<file path="src/vpq_pkg.sv">
// Constants shared by the VLAN priority to queue mapping block.
package vpq_pkg;

	// ************************************************************
	// Register offsets on the management port.
	// ************************************************************
	localparam logic [7:0] VPQ_LOW_MAP_ADDR  = 8'h80;
	localparam logic [7:0] VPQ_HIGH_MAP_ADDR = 8'h81;
	localparam logic [7:0] VPQ_FOLD_ADDR     = 8'h82;

	// ************************************************************
	// Reset values.
	// ************************************************************
	// Priority codes 3,2 map to 1 and 1,0 map to 0.
	localparam logic [7:0] VPQ_LOW_MAP_RESET  = 8'h50;
	// Priority codes 7,6 map to 3 and 5,4 map to 2.
	localparam logic [7:0] VPQ_HIGH_MAP_RESET = 8'hFA;
	localparam logic [1:0] VPQ_FOLD_SEL_RESET = 2'h2;
	// Low bits of the fold register are read-only and fixed.
	localparam logic [5:0] VPQ_FOLD_RSV_VALUE = 6'h04;

	// ************************************************************
	// Field layout.
	// ************************************************************
	localparam int VPQ_FIELD_WIDTH   = 2;
	localparam int VPQ_FIELDS_PER_REG = 4;
	localparam int VPQ_FOLD_SEL_LSB  = 6;
	localparam int VPQ_FOLD_SEL_MSB  = 7;
	localparam int VPQ_TCI_PCP_LSB   = 13;
	localparam int VPQ_TCI_PCP_MSB   = 15;

	// ************************************************************
	// Queue priority results.
	// ************************************************************
	localparam logic [1:0] VPQ_RESULT_LOWEST  = 2'h0;
	localparam logic [1:0] VPQ_RESULT_ONE     = 2'h1;
	localparam logic [1:0] VPQ_RESULT_TWO     = 2'h2;
	localparam logic [1:0] VPQ_RESULT_HIGHEST = 2'h3;

	typedef enum logic {
		VPQ_SRC_VLAN,
		VPQ_SRC_TOS
	} vpq_source_type;

endpackage

</file>
<file path="src/vpq_two_queue_fold.sv">
// Folds a 2-bit queue priority result into a low or high queue.
`timescale 1ns/1ns
module vpq_two_queue_fold
	import vpq_pkg::*;
(
	input  wire logic [1:0] i_result,
	input  wire logic [1:0] i_fold_select,
	output logic            o_high_queue
);

	// ************************************************************
	// Fold decode.
	// ************************************************************
	// Select 01 is unsupported but still decodes bit by bit, so a
	// misprogrammed part stays deterministic rather than undefined.
	always_comb begin
		o_high_queue = 1'b0;
		unique case (i_result)
			VPQ_RESULT_LOWEST: begin
				o_high_queue = 1'b0;
			end
			VPQ_RESULT_ONE: begin
				o_high_queue = i_fold_select[0];
			end
			VPQ_RESULT_TWO: begin
				o_high_queue = i_fold_select[1];
			end
			VPQ_RESULT_HIGHEST: begin
				o_high_queue = 1'b1;
			end
		endcase
	end

endmodule

</file>
<file path="src/vpq_vlan_priority_queue_map.sv">
// VLAN priority to egress queue mapping registers and lookup.
`timescale 1ns/1ns

module vpq_vlan_priority_queue_map
	import vpq_pkg::*;
#(
	parameter int PCP_WIDTH  = 3,
	parameter int ADDR_WIDTH = 8,
	parameter int DATA_WIDTH = 8
)
(
	input  wire logic                  i_clock,
	input  wire logic                  i_rst_b,
	input  wire logic [ADDR_WIDTH-1:0] i_reg_addr,
	input  wire logic                  i_reg_write,
	input  wire logic                  i_reg_read,
	input  wire logic [DATA_WIDTH-1:0] i_reg_wdata,
	input  wire logic                  i_frame_valid,
	input  wire logic                  i_frame_tagged,
	input  wire logic [15:0]           i_tag_control,
	input  wire logic                  i_use_tos_result,
	input  wire logic [1:0]            i_tos_result,
	input  wire logic [1:0]            i_port_default_result,
	input  wire logic                  i_two_queue_mode,
	output logic [DATA_WIDTH-1:0]      o_reg_rdata,
	output logic                       o_reg_rdata_valid,
	output logic                       o_result_valid,
	output logic [1:0]                 o_queue_number,
	output logic                       o_two_queue_high
);

	// ************************************************************
	// Elaboration checks.
	// ************************************************************
	// The map holds exactly eight 2-bit fields in two byte registers.
	generate
		if (PCP_WIDTH != 3) begin : g_bad_pcp
			$error("PCP_WIDTH must be 3");
		end
		if (DATA_WIDTH != 8) begin : g_bad_data
			$error("DATA_WIDTH must be 8");
		end
		if (ADDR_WIDTH != 8) begin : g_bad_addr
			$error("ADDR_WIDTH must be 8");
		end
	endgenerate

	// ************************************************************
	// Register state.
	// ************************************************************
	logic [DATA_WIDTH-1:0] low_map_q;
	logic [DATA_WIDTH-1:0] low_map_d;
	logic [DATA_WIDTH-1:0] high_map_q;
	logic [DATA_WIDTH-1:0] high_map_d;
	logic [1:0]            fold_select_q;
	logic [1:0]            fold_select_d;
	logic [DATA_WIDTH-1:0] rdata_q;
	logic [DATA_WIDTH-1:0] rdata_d;
	logic                  rdata_valid_q;
	logic                  rdata_valid_d;

	logic                  hit_low;
	logic                  hit_high;
	logic                  hit_fold;

	assign hit_low  = (i_reg_addr == VPQ_LOW_MAP_ADDR);
	assign hit_high = (i_reg_addr == VPQ_HIGH_MAP_ADDR);
	assign hit_fold = (i_reg_addr == VPQ_FOLD_ADDR);

	// ************************************************************
	// Register write and read decode.
	// ************************************************************
	// The select field takes any written value; keeping 01 out is
	// left to software, and the fold still decodes it bit by bit.
	always_comb begin
		low_map_d     = low_map_q;
		high_map_d    = high_map_q;
		fold_select_d = fold_select_q;
		rdata_d       = rdata_q;
		rdata_valid_d = 1'b0;
		if (i_reg_write) begin
			if (hit_low) begin
				low_map_d = i_reg_wdata;
			end
			if (hit_high) begin
				high_map_d = i_reg_wdata;
			end
			if (hit_fold) begin
				fold_select_d =
					i_reg_wdata[VPQ_FOLD_SEL_MSB:VPQ_FOLD_SEL_LSB];
			end
		end
		if (i_reg_read) begin
			rdata_valid_d = 1'b1;
			if (hit_low) begin
				rdata_d = low_map_q;
			end else if (hit_high) begin
				rdata_d = high_map_q;
			end else if (hit_fold) begin
				rdata_d = {fold_select_q, VPQ_FOLD_RSV_VALUE};
			end else begin
				rdata_d = '0;
			end
		end
	end

	always_ff @(posedge i_clock or negedge i_rst_b) begin
		if (!i_rst_b) begin
			low_map_q     <= VPQ_LOW_MAP_RESET;
			high_map_q    <= VPQ_HIGH_MAP_RESET;
			fold_select_q <= VPQ_FOLD_SEL_RESET;
			rdata_q       <= '0;
			rdata_valid_q <= 1'b0;
		end else begin
			low_map_q     <= low_map_d;
			high_map_q    <= high_map_d;
			fold_select_q <= fold_select_d;
			rdata_q       <= rdata_d;
			rdata_valid_q <= rdata_valid_d;
		end
	end

	// ************************************************************
	// Mapping field table.
	// ************************************************************
	localparam int NUM_FIELDS = 2 * VPQ_FIELDS_PER_REG;

	logic [1:0] map_field [NUM_FIELDS];

	// Entries 0-3 come from the low map, 4-7 from the high map.
	generate
		for (genvar g = 0; g < VPQ_FIELDS_PER_REG; g++) begin : g_field
			assign map_field[g] =
				low_map_q[g*VPQ_FIELD_WIDTH +: VPQ_FIELD_WIDTH];
			assign map_field[g+VPQ_FIELDS_PER_REG] =
				high_map_q[g*VPQ_FIELD_WIDTH +: VPQ_FIELD_WIDTH];
		end
	endgenerate

	// ************************************************************
	// Frame lookup.
	// ************************************************************
	logic [PCP_WIDTH-1:0] frame_pcp;
	logic [1:0]           result_mux;
	logic                 fold_high;

	assign frame_pcp =
		i_tag_control[VPQ_TCI_PCP_MSB:VPQ_TCI_PCP_LSB];

	// An untagged frame without a TOS result has no priority code,
	// so it falls back to the port's default queue priority.
	always_comb begin
		result_mux = i_port_default_result;
		if (i_use_tos_result) begin
			result_mux = i_tos_result;
		end else if (i_frame_tagged) begin
			result_mux = map_field[frame_pcp];
		end
	end

	vpq_two_queue_fold u_fold (
		.i_result      (result_mux),
		.i_fold_select (fold_select_q),
		.o_high_queue  (fold_high)
	);

	// ************************************************************
	// Result outputs.
	// ************************************************************
	logic       result_valid_q;
	logic       result_valid_d;
	logic [1:0] queue_number_q;
	logic [1:0] queue_number_d;
	logic       two_queue_high_q;
	logic       two_queue_high_d;

	// In four-queue operation the result is the queue number itself,
	// 3 served first. In two-queue mode only queues 0 and 3 are used,
	// which keeps the scheduler's strict order unchanged.
	always_comb begin
		result_valid_d   = i_frame_valid;
		queue_number_d   = queue_number_q;
		two_queue_high_d = two_queue_high_q;
		if (i_frame_valid) begin
			two_queue_high_d = fold_high;
			if (i_two_queue_mode) begin
				queue_number_d = fold_high ? VPQ_RESULT_HIGHEST
				                           : VPQ_RESULT_LOWEST;
			end else begin
				queue_number_d = result_mux;
			end
		end
	end

	always_ff @(posedge i_clock or negedge i_rst_b) begin
		if (!i_rst_b) begin
			result_valid_q   <= 1'b0;
			queue_number_q   <= VPQ_RESULT_LOWEST;
			two_queue_high_q <= 1'b0;
		end else begin
			result_valid_q   <= result_valid_d;
			queue_number_q   <= queue_number_d;
			two_queue_high_q <= two_queue_high_d;
		end
	end

	assign o_reg_rdata       = rdata_q;
	assign o_reg_rdata_valid = rdata_valid_q;
	assign o_result_valid    = result_valid_q;
	assign o_queue_number    = queue_number_q;
	assign o_two_queue_high  = two_queue_high_q;

endmodule

</file>
<file path="config.mk">
export PLATFORM = sky130hd
export DESIGN_NAME = vpq_vlan_priority_queue_map
export DESIGN_NICKNAME = d
export VERILOG_FILES = /design/src/vpq_pkg.sv /design/src/vpq_two_queue_fold.sv /design/src/vpq_vlan_priority_queue_map.sv
export SDC_FILE = /design/constraint.sdc
export NUM_CORES = 1
export LEC_CHECK = 0
export BUFFER_PORTS_ARGS = -buffer_cell sky130_fd_sc_hd__clkbuf_2
export CORE_ASPECT_RATIO = 1.25
export CORE_MARGIN = 10
export CORE_UTILIZATION = 25
export CTS_CLUSTER_SIZE = 8
export DETAILED_ROUTE_END_ITERATION = 16
export MAX_ROUTING_LAYER = met4
export PLACE_DENSITY = 0.45
export SLEW_MARGIN = 20
export SYNTH_ARGS = -nofsm -noshare
export SYNTH_HDL_FRONTEND = slang
export SYNTH_SLANG_ARGS = --single-unit
</file>
<file path="constraint.sdc">
create_clock -name i_clock -period 2 [get_ports i_clock]
set_clock_uncertainty 0.2 [all_clocks]
set_input_delay 0.6 -clock i_clock [delete_from_list [all_inputs] [get_ports i_clock]]
set_output_delay 0.6 -clock i_clock [all_outputs]
set_load 0.05 [all_outputs]
</file>
==> impl.org, run 1 <==
** Pwr
- The share of total power dissipated in sequential elements is 0.474.
- Internal :: 1.05 mW
- For this design the total switching power over the nets is 0.411 mW.
- Worst vdd rail ir drop :: 0.404 mV
- Power density cells :: 687 nW/µm²
- Of the total power, the clock network draws 0.343.
- The design draws 1.46 mW.
- Net Sw Frac :: 0.281
- The share of total power dissipated in combinational logic is 0.183.
- Leakage power :: 0.978 nW

** Timing
- The final-report hold violation count is 0.
- Upper clock frequency limit :: 0.471 GHz
- The smallest clock period supported by the final layout is computed as 2.13 ns.
- Max-slew violation count :: 0
- RSZ-0062 raised after global routing :: yes
- Number of setup violations in the final report :: 25
- Hold timing on the final database bottoms out at a slack of 0.0464 ns.
- For the final routed database, the setup TNS stands at -1.65 ns.
- Slew margin rel. :: 0.722
- Final critical-path share of the clock period :: 1.06
- Slew at the pin closest to its max-slew limit :: 0.417 ns
- After layout, the worst setup slack is -0.125 ns.

** Synthesis
- Share of synthesized registers carrying an async set or reset :: 1.00
- The synthesized netlist occupies a cell area of 1550 µm².
- Prevailing post-synth register cell :: sky130_fd_sc_hd__dfrtp_1
- Number of enable flip-flop cells after synthesis :: 0
- Register area share after synthesis :: 0.509
- Number of distinct library cell variants in the gate-level netlist after synthesis :: 34
- The Yosys step of the flow raised 0 warnings.
- The number of nets in the synthesized netlist is 172.
- Mean instance size in the synthesized netlist :: 12.1 µm²
- Synth Instances :: 128
- FF+latch count, synth :: 31

** Critical path
- On the critical path, the stage with the largest delay is an instance of sky130_fd_sc_hd__or4b_4.
- The largest single stage delay on the critical path is 0.54 ns.
- Largest delay contributor family on the critical path :: simple AND/OR/NAND/NOR gates
- The number of buffers and inverters on the critical path is 1.
- The setup path with the least slack is of type input port to flop.
- CP Launch Type :: input port
- Maximum fanout count along the critical path :: 8
- For the worst setup path, the data arrival time is 2.09 ns.
- The signal on the critical path passes through clkbuf_2, or4b_4, nor3_4, nor3b_4, nand2_4, mux2_2.
- STA classifies the critical path endpoint as a flop.
- Worst EP required :: 1.96 ns

** Clock tree
- At the later pin of the worst-skew pair, clock insertion delay measures 0.28 ns.
- The clock drives 31 sinks.
- The root buffer cell chosen for the clock tree is sky130_fd_sc_hd__clkbuf_8.
- After clock tree synthesis, the clock-pin slew on the worst setup and hold paths is 0.06 ns.
- CTS Buffer Depth :: 2
- Hold buffers post-CTS :: 0
- TritonCTS built the clock tree.
- CTS H-Tree Depth :: 2
- CTS Buf Count :: 5

** Finish
- Ant diodes :: 0
- Signed area change from the synthesized netlist to the final layout :: 37.5%
- Count of nets after finishing :: 230
- Fraction of final layout cells with drive strength greater than 1 :: 0.578
- The layout has 638 filler cells.
- Total non-filler cell area in the finished layout :: 2130 µm²

** Drt
- Starting DRT DRC Count :: 34
- The final route contains 1228 vias.
- DRC violations left :: 0
- Detail-routed net length per standard cell :: 15.2 µm
- The first detailed-routing pass ran for 4 iterations.
- Wire length reported by the detailed router :: 4.14 mm
- Per-cell via count in the routed design :: 4.51
- In this run the remaining antenna-violating nets after routing total 0.

** Global route
- Global routing finished with a remaining overflow of 0.
- The initial antenna violation count came to 0.
- The via count of the first global-routing pass came to 1383.
- Gr usage total :: 0.0883
- Entering global routing, the biggest net connects 18 pins.
- The first global-routing pass estimated 6.73 mm of wire.

** Die
- The initial utilization of the core area, before any placement, comes to 0.254.
- 57 I/O pins were placed.
- The die is 90.3 µm wide.
- Die area :: 9750 µm²
- Measured along the y axis, the die boundary spans 108 µm.
- Core Box Area :: 6090 µm²
- The floorplan has 32 rows.

** Worst hold path
- The tightest min-delay check is of the input port to async pin type.

** Placement
- Detailed Place HPWL :: 3.39 mm
- Placed standard-cell area :: 1980 µm²
- At the end of routability-driven placement, the weighted congestion stood at 0.786.
- Input and output buffers added on the ports amount to 43.
- Prior to clock tree synthesis, the placed netlist has a worst setup slack of -0.505 ns.

** Job
- Max-cap violations in this run came to 0.

** Run status
- Outcome :: finished with violations
- The final reports fail on setup timing.
-- area by class of cell --
type | instances | area, µm² | share of cell area
sequential | 31 | 787 | 0.370
multi-input combinational | 85 | 771 | 0.362
timing repair buffer | 55 | 342 | 0.161
tap | 85 | 106 | 0.0500
clock buffer | 7 | 86.3 | 0.0406
inverter | 8 | 30.0 | 0.0141
clock inverter | 1 | 5.00 | 0.00235
-- final timing paths --
path | cells past startpoint | end | slack (ns) | from
worst max-delay path | 6 | low_map_q[1] | -0.13 | i_reg_addr[6]
worst min-delay path | 1 | fold_select_q[0] | 0.05 | i_rst_b
worst max register to register | 6 | o_queue_number[1] | 0.02 | high_map_q[1]
worst min register to register | 2 | o_reg_rdata[2] | 0.33 | o_reg_rdata[2]
max in group asynchronous | 2 | high_map_q[1] | 1.04 | i_rst_b
min in group i_clock | 2 | o_reg_rdata[2] | 0.33 | o_reg_rdata[2]
-- cells in the final DEF, fill, tap and decap left out, types with 2 or more instances in the layout --
cell / instances
sky130_fd_sc_hd__inv_1: 8
sky130_fd_sc_hd__mux4_2: 2
sky130_fd_sc_hd__mux2_2: 21
sky130_fd_sc_hd__a21oi_1: 9
sky130_fd_sc_hd__nand2b_1: 2
sky130_fd_sc_hd__o22ai_1: 4
sky130_fd_sc_hd__buf_4: 10
sky130_fd_sc_hd__o21ai_0: 2
sky130_fd_sc_hd__nand3_1: 2
sky130_fd_sc_hd__dfstp_2: 9
sky130_fd_sc_hd__a22oi_1: 6
sky130_fd_sc_hd__mux2i_1: 2
sky130_fd_sc_hd__nor4_1: 2
sky130_fd_sc_hd__a2111oi_4: 2
sky130_fd_sc_hd__nand2_1: 3
sky130_fd_sc_hd__clkbuf_8: 6
sky130_fd_sc_hd__nor2_1: 9
sky130_fd_sc_hd__nor3_1: 2
sky130_fd_sc_hd__dfrtp_1: 22
sky130_fd_sc_hd__clkbuf_2: 42
sky130_fd_sc_hd__a211oi_1: 2
-- registers in the layout (all words and copies together) (netlist names) --
name,cells
o_queue_number,2
o_reg_rdata_valid,1
low_map_q,8
high_map_q,8
o_two_queue_high,1
o_reg_rdata,8
o_result_valid,1
fold_select_q,2
-- Yosys cell counts, types with 2 or more instances --
library cell	number	area share
sky130_fd_sc_hd__a2111oi_2	2	0.019
sky130_fd_sc_hd__a211oi_1	2	0.0097
sky130_fd_sc_hd__a21oi_1	10	0.032
sky130_fd_sc_hd__a22oi_1	6	0.029
sky130_fd_sc_hd__clkbuf_1	2	0.0049
sky130_fd_sc_hd__dfrtp_1	22	0.36
sky130_fd_sc_hd__dfstp_2	9	0.15
sky130_fd_sc_hd__inv_1	8	0.019
sky130_fd_sc_hd__mux2_2	21	0.15
sky130_fd_sc_hd__mux2i_1	2	0.013
sky130_fd_sc_hd__nand2_1	3	0.0073
sky130_fd_sc_hd__nand2b_1	2	0.0081
sky130_fd_sc_hd__nand3_1	2	0.0065
sky130_fd_sc_hd__nor2_1	10	0.024
sky130_fd_sc_hd__nor3_1	2	0.0065
sky130_fd_sc_hd__nor4_1	2	0.0081
sky130_fd_sc_hd__o21ai_0	2	0.0065
sky130_fd_sc_hd__o221ai_1	2	0.011
sky130_fd_sc_hd__o22ai_1	4	0.016
-- worst register-to-register path, delay by kind of cell (launching register included) --
family,cells,cell delay (ns)
multiplexers,1,0.28
AO/OA/AOI/OAI,2,0.42
AND/OR/NAND/NOR,2,0.23
flip-flops,1,0.54
buffers and inverters,1,0.21
-- layer usage --
layer / track usage / share of wire / up-vias
li1: - / - / 589
met1: 0.0875 / 0.38 / 608
met2: 0.167 / 0.57 / 25
met3: 0.0257 / 0.033 / 6
met4: 0.0205 / 0.010 / 0
met5: - / 0 / -
-- power by group through the flow --
| stage | registers, mW | logic (mW) | clock network, mW |
|---|---|---|---|
| after floorplan | 0.759 | 0.0873 | 0 |
| after global placement | 0.701 | 0.253 | 0 |
| after detailed placement | 0.703 | 0.260 | 0 |
| after CTS | 0.692 | 0.265 | 0.525 |
| after global routing | 0.697 | 0.290 | 0.550 |
| final | 0.693 | 0.268 | 0.500 |
-- kinds of logic (layout without fill, tap and decap cells) --
family	after synthesis	count (layout)	synth area share
compound gates	30	30	0.135
simple gates	30	30	0.124
flops	31	31	0.509
mux	25	25	0.197
buf+inv	12	71	0.0348
-- metrics by stage --
step / utilization / cells
floorplan: - / 128
global placement: 0.325 / 263
global route: 0.350 / 272
finish: 0.350 / 272
detailed placement: 0.325 / 263
CTS: 0.344 / 271
-- what timing repair did --
| item | 4_1_cts | 5_1_grt |
|---|---|---|
| endpoints found under the setup margin | 24 | 25 |
| gates resized for setup | 5 | 4 |
| pin swaps | 3 | 2 |
| buffers inserted | 0 | 1 |
Note: power is estimated with default switching activity, not from simulation.
==> inputs of run 2 (changes only) <==
--- a/config.mk
+++ b/config.mk
@@ -8,11 +8,11 @@
 export BUFFER_PORTS_ARGS = -buffer_cell sky130_fd_sc_hd__clkbuf_2
 export CORE_ASPECT_RATIO = 1.25
 export CORE_MARGIN = 10
-export CORE_UTILIZATION = 25
+export CORE_UTILIZATION = 38
 export CTS_CLUSTER_SIZE = 8
 export DETAILED_ROUTE_END_ITERATION = 16
 export MAX_ROUTING_LAYER = met4
-export PLACE_DENSITY = 0.45
+export PLACE_DENSITY = 0.64
 export SLEW_MARGIN = 20
 export SYNTH_ARGS = -nofsm -noshare
 export SYNTH_HDL_FRONTEND = slang
==> run 2 against run 1 <==
Net effect:
- the flow still finishes with violations (setup timing)
- sequential power hardly changed
- register-to-register slack gained 0.06 ns
- sequential cell count unchanged
- critical path depth unchanged
- sequential share of layout area grew 0.80 points
- maximum frequency fell by 0.86%
- non-clock buffer count unchanged
- largest power group unchanged
==> impl.org, run 2 (synthesis results as in run 1) <==
** Pwr
- The power after layout was 1.46 mW (about the same).
- The highest ir drop seen on vdd came to 0.599 mV (was 0.404 mV).
- Power density cells :: 702 nW/µm² (was 687 nW/µm²)
- Leakage power :: 0.978 nW (about the same)

** Global route
- The final global-route overflow total was 0 (unchanged).
- The global router's overall resource usage was 0.119 (was 0.0883).
- Number of antenna violations at the first check in global routing :: 0 (unchanged)
- Maximum number of pins on one net before global-route repair :: 18 (unchanged)
- Number of global-route vias before repair :: 1349 (was 1383)
- First-pass GRT wire length :: 6.61 mm (was 6.73 mm)

** Finish
- Count of nets after finishing :: 230 (unchanged)
- Most common cell after layout, fill and taps aside :: sky130_fd_sc_hd__clkbuf_2 (unchanged)
- Total non-filler cell area in the finished layout :: 2080 µm² (was 2130 µm²)
- Fraction of final layout cells with drive strength greater than 1 :: 0.583 (was 0.578)
- Signed area change from the synthesized netlist to the final layout :: 34.6% (was 37.5%)
- Most frequent cells in the layout :: sky130_fd_sc_hd__clkbuf_2 (41), sky130_fd_sc_hd__dfrtp_1 (22), sky130_fd_sc_hd__mux2_2 (20) (was sky130_fd_sc_hd__clkbuf_2 (42), sky130_fd_sc_hd__dfrtp_1 (22), sky130_fd_sc_hd__mux2_2 (21))
- Ant diodes :: 0 (unchanged)

** Drt
- Per-cell via count in the routed design :: 5.17 (was 4.51)
- Starting DRT DRC Count :: 46 (was 34)
- Residual antenna-violating net count after detailed routing :: 0 (unchanged)
- Count of TritonRoute iterations in the first routing pass :: 3 (was 4)
- DRC violations left :: 0 (unchanged)
- Total vias in the final route :: 1245 (was 1228)
- Detail-routed net length per standard cell :: 16.5 µm (was 15.2 µm)
- Wire length reported by the detailed router :: 3.97 mm (was 4.14 mm)

** Timing
- The final count of pins violating max slew is 0 (unchanged).
- RSZ-0062 raised after global routing: yes (unchanged).
- The time the final worst path needs with I/O delays and setup came to 2.14 ns (was 2.13 ns).
- The headroom to the max-slew limit came to 0.725 (was 0.722).
- Final Hold Violating Endpoints :: 0 (unchanged)
- The final number of setup-violating endpoints was 21 (was 25).
- The final worst slack came to -0.144 ns (was -0.125 ns).
- Worst-case hold slack :: 0.0416 ns (was 0.0464 ns)
- The transition time at the pin with the least slew margin is 0.413 ns (was 0.417 ns).
- The setup total negative slack came to -1.48 ns (was -1.65 ns).
- The highest achievable clock rate is 0.466 GHz (was 0.471 GHz).
- The final period utilization was 1.07 (was 1.06).

** Run status
- Outcome :: finished with violations (unchanged)
- Violated checks: setup timing (unchanged).

** Critical path
- The largest fanout on the critical path came to 8 (unchanged).
- The kind of end point of the critical path is a flop (unchanged).
- CP Launch Type :: input port (unchanged)
- The signal arrival time at the worst endpoint was 2.11 ns (was 2.09 ns).
- Startpoint-to-endpoint class of the critical path :: input port to flop (unchanged)
- Worst EP required :: 1.97 ns (was 1.96 ns)

** Placement
- The placed cell area is 1940 µm² (was 1980 µm²).
- The half-perimeter wire length after detailed placement was 3.15 mm (was 3.39 mm).
- The total of buffers placed on input and output ports was 43 (unchanged).
- The post-place setup slack is -0.464 ns (was -0.505 ns).
- The last weighted congestion value of the routability-driven placer was 0.767 (was 0.786).

** Clock tree
- The CTS tree was built (unchanged).
- The number of H-tree branching levels is 2 (unchanged).
- Clk slew on worst S/H paths :: 0.07 ns (was 0.06 ns)
- The number of clock sinks was 31 (unchanged).
- CTS Buf Count :: 5 (unchanged)
- The post-CTS repair timing setup buffer count was 0 (unchanged).
- The number of buffers on the longest clock path came to 2 (unchanged).
- Insertion delay to the later sink of the worst-skew pair :: 0.28 ns (about the same)
- Hold buffers post-CTS :: 0 (unchanged)
- The CTS root buffer was sky130_fd_sc_hd__clkbuf_8 (unchanged).

** Die
- The I/O pin total was 57 (unchanged).
- The width of the chip came to 77.1 µm (was 90.3 µm).
- The height of the die was 91.3 µm (was 108 µm).
- Starting density of the core :: 0.402 (was 0.254)
- Die area :: 7040 µm² (was 9750 µm²)
- Core Box Area :: 3850 µm² (was 6090 µm²)
- Row Count :: 25 (was 32)

** Worst hold path
- The path category of the worst min-delay check is input port to async pin (unchanged).

** Job
- Max-cap check violation count :: 0 (unchanged)
## run 2: cell types whose count changed in the layout (fill, tap and decap cells not counted), sizes merged
cell    before  now
clkbuf      50   48
buf         12   14
## run 2: cell type report
cell class / instances / area (µm²)
clock buffer: 7 / 86.3
tap: 54 / 67.6
inverter: 8 / 30.0
fill: 363 / 1770
clock inverter: 1 / 5.00
sequential: 31 / 787
multi-input combinational: 85 / 763
timing repair buffer: 55 / 343
## run 2: final timing paths
kind                                      from           endpoint  slack (ns)  cells past startpoint
worst max-delay path             i_reg_addr[6]       low_map_q[1]       -0.14                      6
worst min-delay path                   i_rst_b   fold_select_q[0]        0.04                      1
worst max register to register   high_map_q[2]  o_queue_number[0]        0.08                      5
worst min register to register  o_reg_rdata[0]     o_reg_rdata[0]        0.33                      2
max in group asynchronous              i_rst_b      high_map_q[3]        1.05                      2
min in group i_clock            o_reg_rdata[0]     o_reg_rdata[0]        0.33                      2
## run 2: layer usage
| layer | share of wire | track usage |
|---|---|---|
| met1 | 0.40 | 0.126 |
| met3 | 0.041 | 0.0375 |
| met2 | 0.55 | 0.212 |
| met4 | 0.0093 | 0.0274 |
| met5 | 0 | - |
## run 2: critical path: stages
cell and delay [ns]:
sky130_fd_sc_hd__clkbuf_2 0.08, sky130_fd_sc_hd__or4b_4 0.53, sky130_fd_sc_hd__nor3_4 0.16, sky130_fd_sc_hd__nor3b_4 0.28
sky130_fd_sc_hd__nand2_4 0.14, sky130_fd_sc_hd__mux2_4 0.32
## run 2: timing repair
item	4_1_cts	5_1_grt
pin swaps	4	3
resized for setup	4	7
setup endpoints to repair	24	24
## run 2: power by group
group          switching, mW  internal, mW  total, mW  leakage [nW]
registers             0.0232         0.669      0.692         0.381
clock network          0.226         0.277      0.503        0.0482
logic                  0.161         0.105      0.266         0.548
total                  0.410          1.05       1.46         0.978
## run 2: stage by stage
step | util | std cells
6_report | 0.541 | 241
5_1_grt | 0.541 | 241
4_1_cts | 0.533 | 241
3_5_place_dp | 0.505 | 233
3_3_place_gp | 0.505 | 233
2_1_floorplan | - | 128
==> inputs of run 3 (changes only) <==
--- a/config.mk
+++ b/config.mk
@@ -5,14 +5,14 @@
 export SDC_FILE = /design/constraint.sdc
 export NUM_CORES = 1
 export LEC_CHECK = 0
-export BUFFER_PORTS_ARGS = -buffer_cell sky130_fd_sc_hd__clkbuf_2
+export BUFFER_PORTS_ARGS = -buffer_cell sky130_fd_sc_hd__buf_2
 export CORE_ASPECT_RATIO = 1.25
 export CORE_MARGIN = 10
 export CORE_UTILIZATION = 38
 export CTS_CLUSTER_SIZE = 8
 export DETAILED_ROUTE_END_ITERATION = 16
 export MAX_ROUTING_LAYER = met4
-export PLACE_DENSITY = 0.64
+export PLACE_DENSITY = 0.61
 export SLEW_MARGIN = 20
 export SYNTH_ARGS = -nofsm -noshare
 export SYNTH_HDL_FRONTEND = slang
==> constraint.sdc (replaced) <==
create_clock -name i_clock -period 2.62 [get_ports i_clock]
set_clock_uncertainty 0.2 [all_clocks]
set_input_delay 0.786 -clock i_clock [delete_from_list [all_inputs] [get_ports i_clock]]
set_output_delay 0.786 -clock i_clock [all_outputs]
set_load 0.05 [all_outputs]
==> run 3 against run 2 <==
Net effect:
- the run now ends clean
- sequential share of layout area up 2.4 points
- combinational power down 32%
- critical path depth unchanged
- wire length down 7.3%
- worst hold slack better by 0.29 ns
- cell area down 5.9%
- power down 24%
- non-clock buffer count down 5
- critical path type unchanged
- highest routed layer unchanged
==> impl.org, run 3 (synthesis results as in run 1) <==
** Pwr
- The switching part of the total came to 0.264 (was 0.281).
- Worst vdd rail ir drop :: 0.482 mV (was 0.599 mV)
- The combinational share of power is 0.162 (was 0.182).
- Clock power share :: 0.361 (was 0.344)
- Power dissipated by switching net loads :: 0.292 mW (was 0.410 mW)
- The areal power density over the cells came to 566 nW/µm² (was 702 nW/µm²).
- Pwr Total :: 1.11 mW (was 1.46 mW)
- The internal power is 0.817 mW (was 1.05 mW).
- Leakage power :: 0.938 nW (was 0.978 nW)
- The relative contribution of sequential cells to total power is 0.477 (was 0.474).

** Critical path
- The element type at the critical path start was an input port (unchanged).
- Cells along the critical path: buf_2, mux4_2, a2111oi_2, a221oi_1, a2111oi_2, nor3_1 (was clkbuf_2, or4b_4, nor3_4, nor3b_4, nand2_4, mux2_4).
- Worst R2R Setup Slack :: 0.43 ns (was 0.08 ns)
- The launching element of the worst setup path is i_tag_control[13] (was i_reg_addr[6]).
- The kind of end point of the critical path is a flop (unchanged).
- Largest delay contributor family on the critical path :: compound AO/OA/AOI/OAI gates (was simple AND/OR/NAND/NOR gates)
- Data arrival time at the worst-slack endpoint :: 2.40 ns (was 2.11 ns)
- The largest fanout on the critical path came to 3 (was 8).
- Worst EP required :: 2.57 ns (was 1.97 ns)
- Reg-to-reg critical path endpoint :: o_queue_number[1] (was o_queue_number[0])
- Startpoint-to-endpoint class of the critical path :: input port to flop (unchanged)
- The cell depth of the worst flop-to-flop path came to 5 (unchanged).
- Buffers plus inverters on the worst setup path :: 1 (unchanged)
- Largest incremental delay on the critical path :: 0.52 ns (was 0.53 ns)
- The critical-path cell with the highest stage delay is sky130_fd_sc_hd__mux4_2 (was sky130_fd_sc_hd__or4b_4).
- Library cell appearing most often on the critical path :: sky130_fd_sc_hd__a2111oi_2
- Critical register-to-register path startpoint :: high_map_q[2] (unchanged)

** Timing
- The transition time at the pin with the least slew margin is 0.666 ns (was 0.413 ns).
- The final-layout worst hold slack was 0.328 ns (was 0.0416 ns).
- Timing would allow up to 0.409 GHz.
- In the finished design, the share of the clock period the worst path needs comes to 0.934.
- Final critical delay including setup and external delays :: 2.45 ns
- Post-layout worst setup margin :: 0.174 ns (was -0.144 ns)
- Slew margin rel. :: 0.556 (was 0.725)
- RSZ-0062 raised after global routing: no (was yes).
- The setup total negative slack came to 0 ns (was -1.48 ns).
- The final-report hold violation count is 0 (unchanged).
- The final count of pins violating max slew is 0 (unchanged).
- The final number of setup-violating endpoints was 0 (was 21).

** Global route
- Number of global-route vias before repair :: 1286 (was 1349)
- Total congestion overflow :: 0 (unchanged)
- First-pass GRT wire length :: 6.08 mm (was 6.61 mm)
- Maximum number of pins on one net before global-route repair :: 32 (was 18)
- The initial antenna violation count is 0 (unchanged).
- Gr usage total :: 0.111 (was 0.119)

** Die
- I/O pins :: 57 (unchanged)
- Row Count :: 25 (unchanged)
- Die W :: 77.1 µm (unchanged)
- The height of the die came to 91.3 µm (unchanged).
- Die area :: 7040 µm² (unchanged)
- The floorplan core area is 3850 µm² (unchanged).
- Starting density of the core :: 0.402 (unchanged)

** Placement
- The last weighted congestion value of the routability-driven placer came to 0.804 (was 0.767).
- The total of buffers placed on input and output ports came to 43 (unchanged).
- Placed standard-cell area :: 1860 µm² (was 1940 µm²)
- The post-place setup slack was -0.114 ns (was -0.464 ns).
- Detailed Place HPWL :: 2.94 mm (was 3.15 mm)

** Worst hold path
- The startpoint identified for the worst hold timing path is o_reg_rdata[1].
- Endpoint of the worst hold path :: o_reg_rdata[1]
- Counting instances, the worst hold path has a depth of 2.
- The path category of the worst min-delay check is flop to flop (was input port to async pin).

** Drt
- Wire length reported by the detailed router :: 3.68 mm (was 3.97 mm)
- The detailed-routing iteration count for the pre-antenna-repair pass was 4 (was 3).
- Residual antenna-violating net count after detailed routing :: 0 (unchanged)
- The detail-routed net length per standard cell came to 15.6 µm (was 16.5 µm).
- The number of vias after detailed routing was 1223 (was 1245).
- Per-cell via count in the routed design :: 5.18 (was 5.17)
- The post-detailed-route DRC marker count is 0 (unchanged).
- Starting DRT DRC Count :: 80 (was 46)

** Job
- The number of max-cap violations is 0 (unchanged).

** Finish
- Ant diodes :: 0 (unchanged)
- Fraction of final layout cells with drive strength greater than 1 :: 0.527 (was 0.583)
- Signed area change from the synthesized netlist to the final layout :: 26.6% (was 34.6%)
- Most frequent cells in the layout: sky130_fd_sc_hd__buf_2 (43), sky130_fd_sc_hd__dfrtp_1 (22), sky130_fd_sc_hd__mux2_2 (21) (was sky130_fd_sc_hd__clkbuf_2 (41), sky130_fd_sc_hd__dfrtp_1 (22), sky130_fd_sc_hd__mux2_2 (20)).
- Most common cell after layout, fill and taps aside :: sky130_fd_sc_hd__buf_2 (was sky130_fd_sc_hd__clkbuf_2)
- The final-stage net count is 225 (was 230).
- Total non-filler cell area in the finished layout :: 1960 µm² (was 2080 µm²)

** Clock tree
- Post-CTS repair timing setup buffer count :: 0 (unchanged)
- CTS Buf Count :: 5 (unchanged)
- The CTS root buffer was sky130_fd_sc_hd__clkbuf_8 (unchanged).
- Clk slew on worst S/H paths :: 0.06 ns (was 0.07 ns)
- Insertion delay to the later sink of the worst-skew pair :: 0.28 ns (about the same)
- Cts repair resizes :: 0 (was 4)
- The number of buffers on the longest clock path was 2 (unchanged).
- CTS tree :: built (unchanged)
- The number of clock sinks was 31 (unchanged).
- The number of H-tree branching levels is 2 (unchanged).
- The number of buffers inserted by hold repair at cts is 0 (unchanged).

** Run status
- Outcome :: completed (was finished with violations)
-- run 3: metal layers --
layer	track usage	share of wire
met1	0.116	0.41
met2	0.185	0.51
met3	0.0434	0.070
met4	0.0412	0.013
met5	-	0
-- run 3: final cells by class --
type	instances	area, µm²
fillers	370	1890
flip-flops and latches	31	787
inverters	8	30.0
multi-input cells	85	706
well taps	54	67.6
repair buffers	50	268
clock buffers	8	100
-- run 3: power groups by stage --
stage                     Sequential (mW)  Clock [mW]  Combinational, mW
after floorplan                     0.579           0             0.0614
after global placement              0.535           0              0.177
after detailed placement            0.537           0              0.182
after CTS                           0.528       0.416              0.183
after global routing                0.532       0.440              0.196
final                               0.529       0.400              0.180
-- run 3: worst max path at each step --
stage                                    to  slack [ns]  cells after the start
after floorplan           o_queue_number[1]        0.04                      6
after global placement    o_queue_number[1]       -0.07                      6
after detailed placement  o_queue_number[1]       -0.11                      6
after CTS                 o_queue_number[1]        0.18                      6
after global routing      o_queue_number[1]        0.08                      6
final                     o_queue_number[1]        0.17                      6
-- run 3: metrics by stage --
step | utilization | std cells
6_report | 0.509 | 236
5_1_grt | 0.509 | 236
4_1_cts | 0.509 | 236
3_5_place_dp | 0.483 | 228
3_3_place_gp | 0.483 | 228
2_1_floorplan | - | 128
-- run 3: worst reg2reg max path, stage by stage, from the launching register on --
cell and delay (ns):
sky130_fd_sc_hd__dfrtp_1 0.40, sky130_fd_sc_hd__mux4_2 0.50, sky130_fd_sc_hd__a2111oi_2 0.30, sky130_fd_sc_hd__a221oi_1 0.12
sky130_fd_sc_hd__a2111oi_2 0.43, sky130_fd_sc_hd__nor3_1 0.11
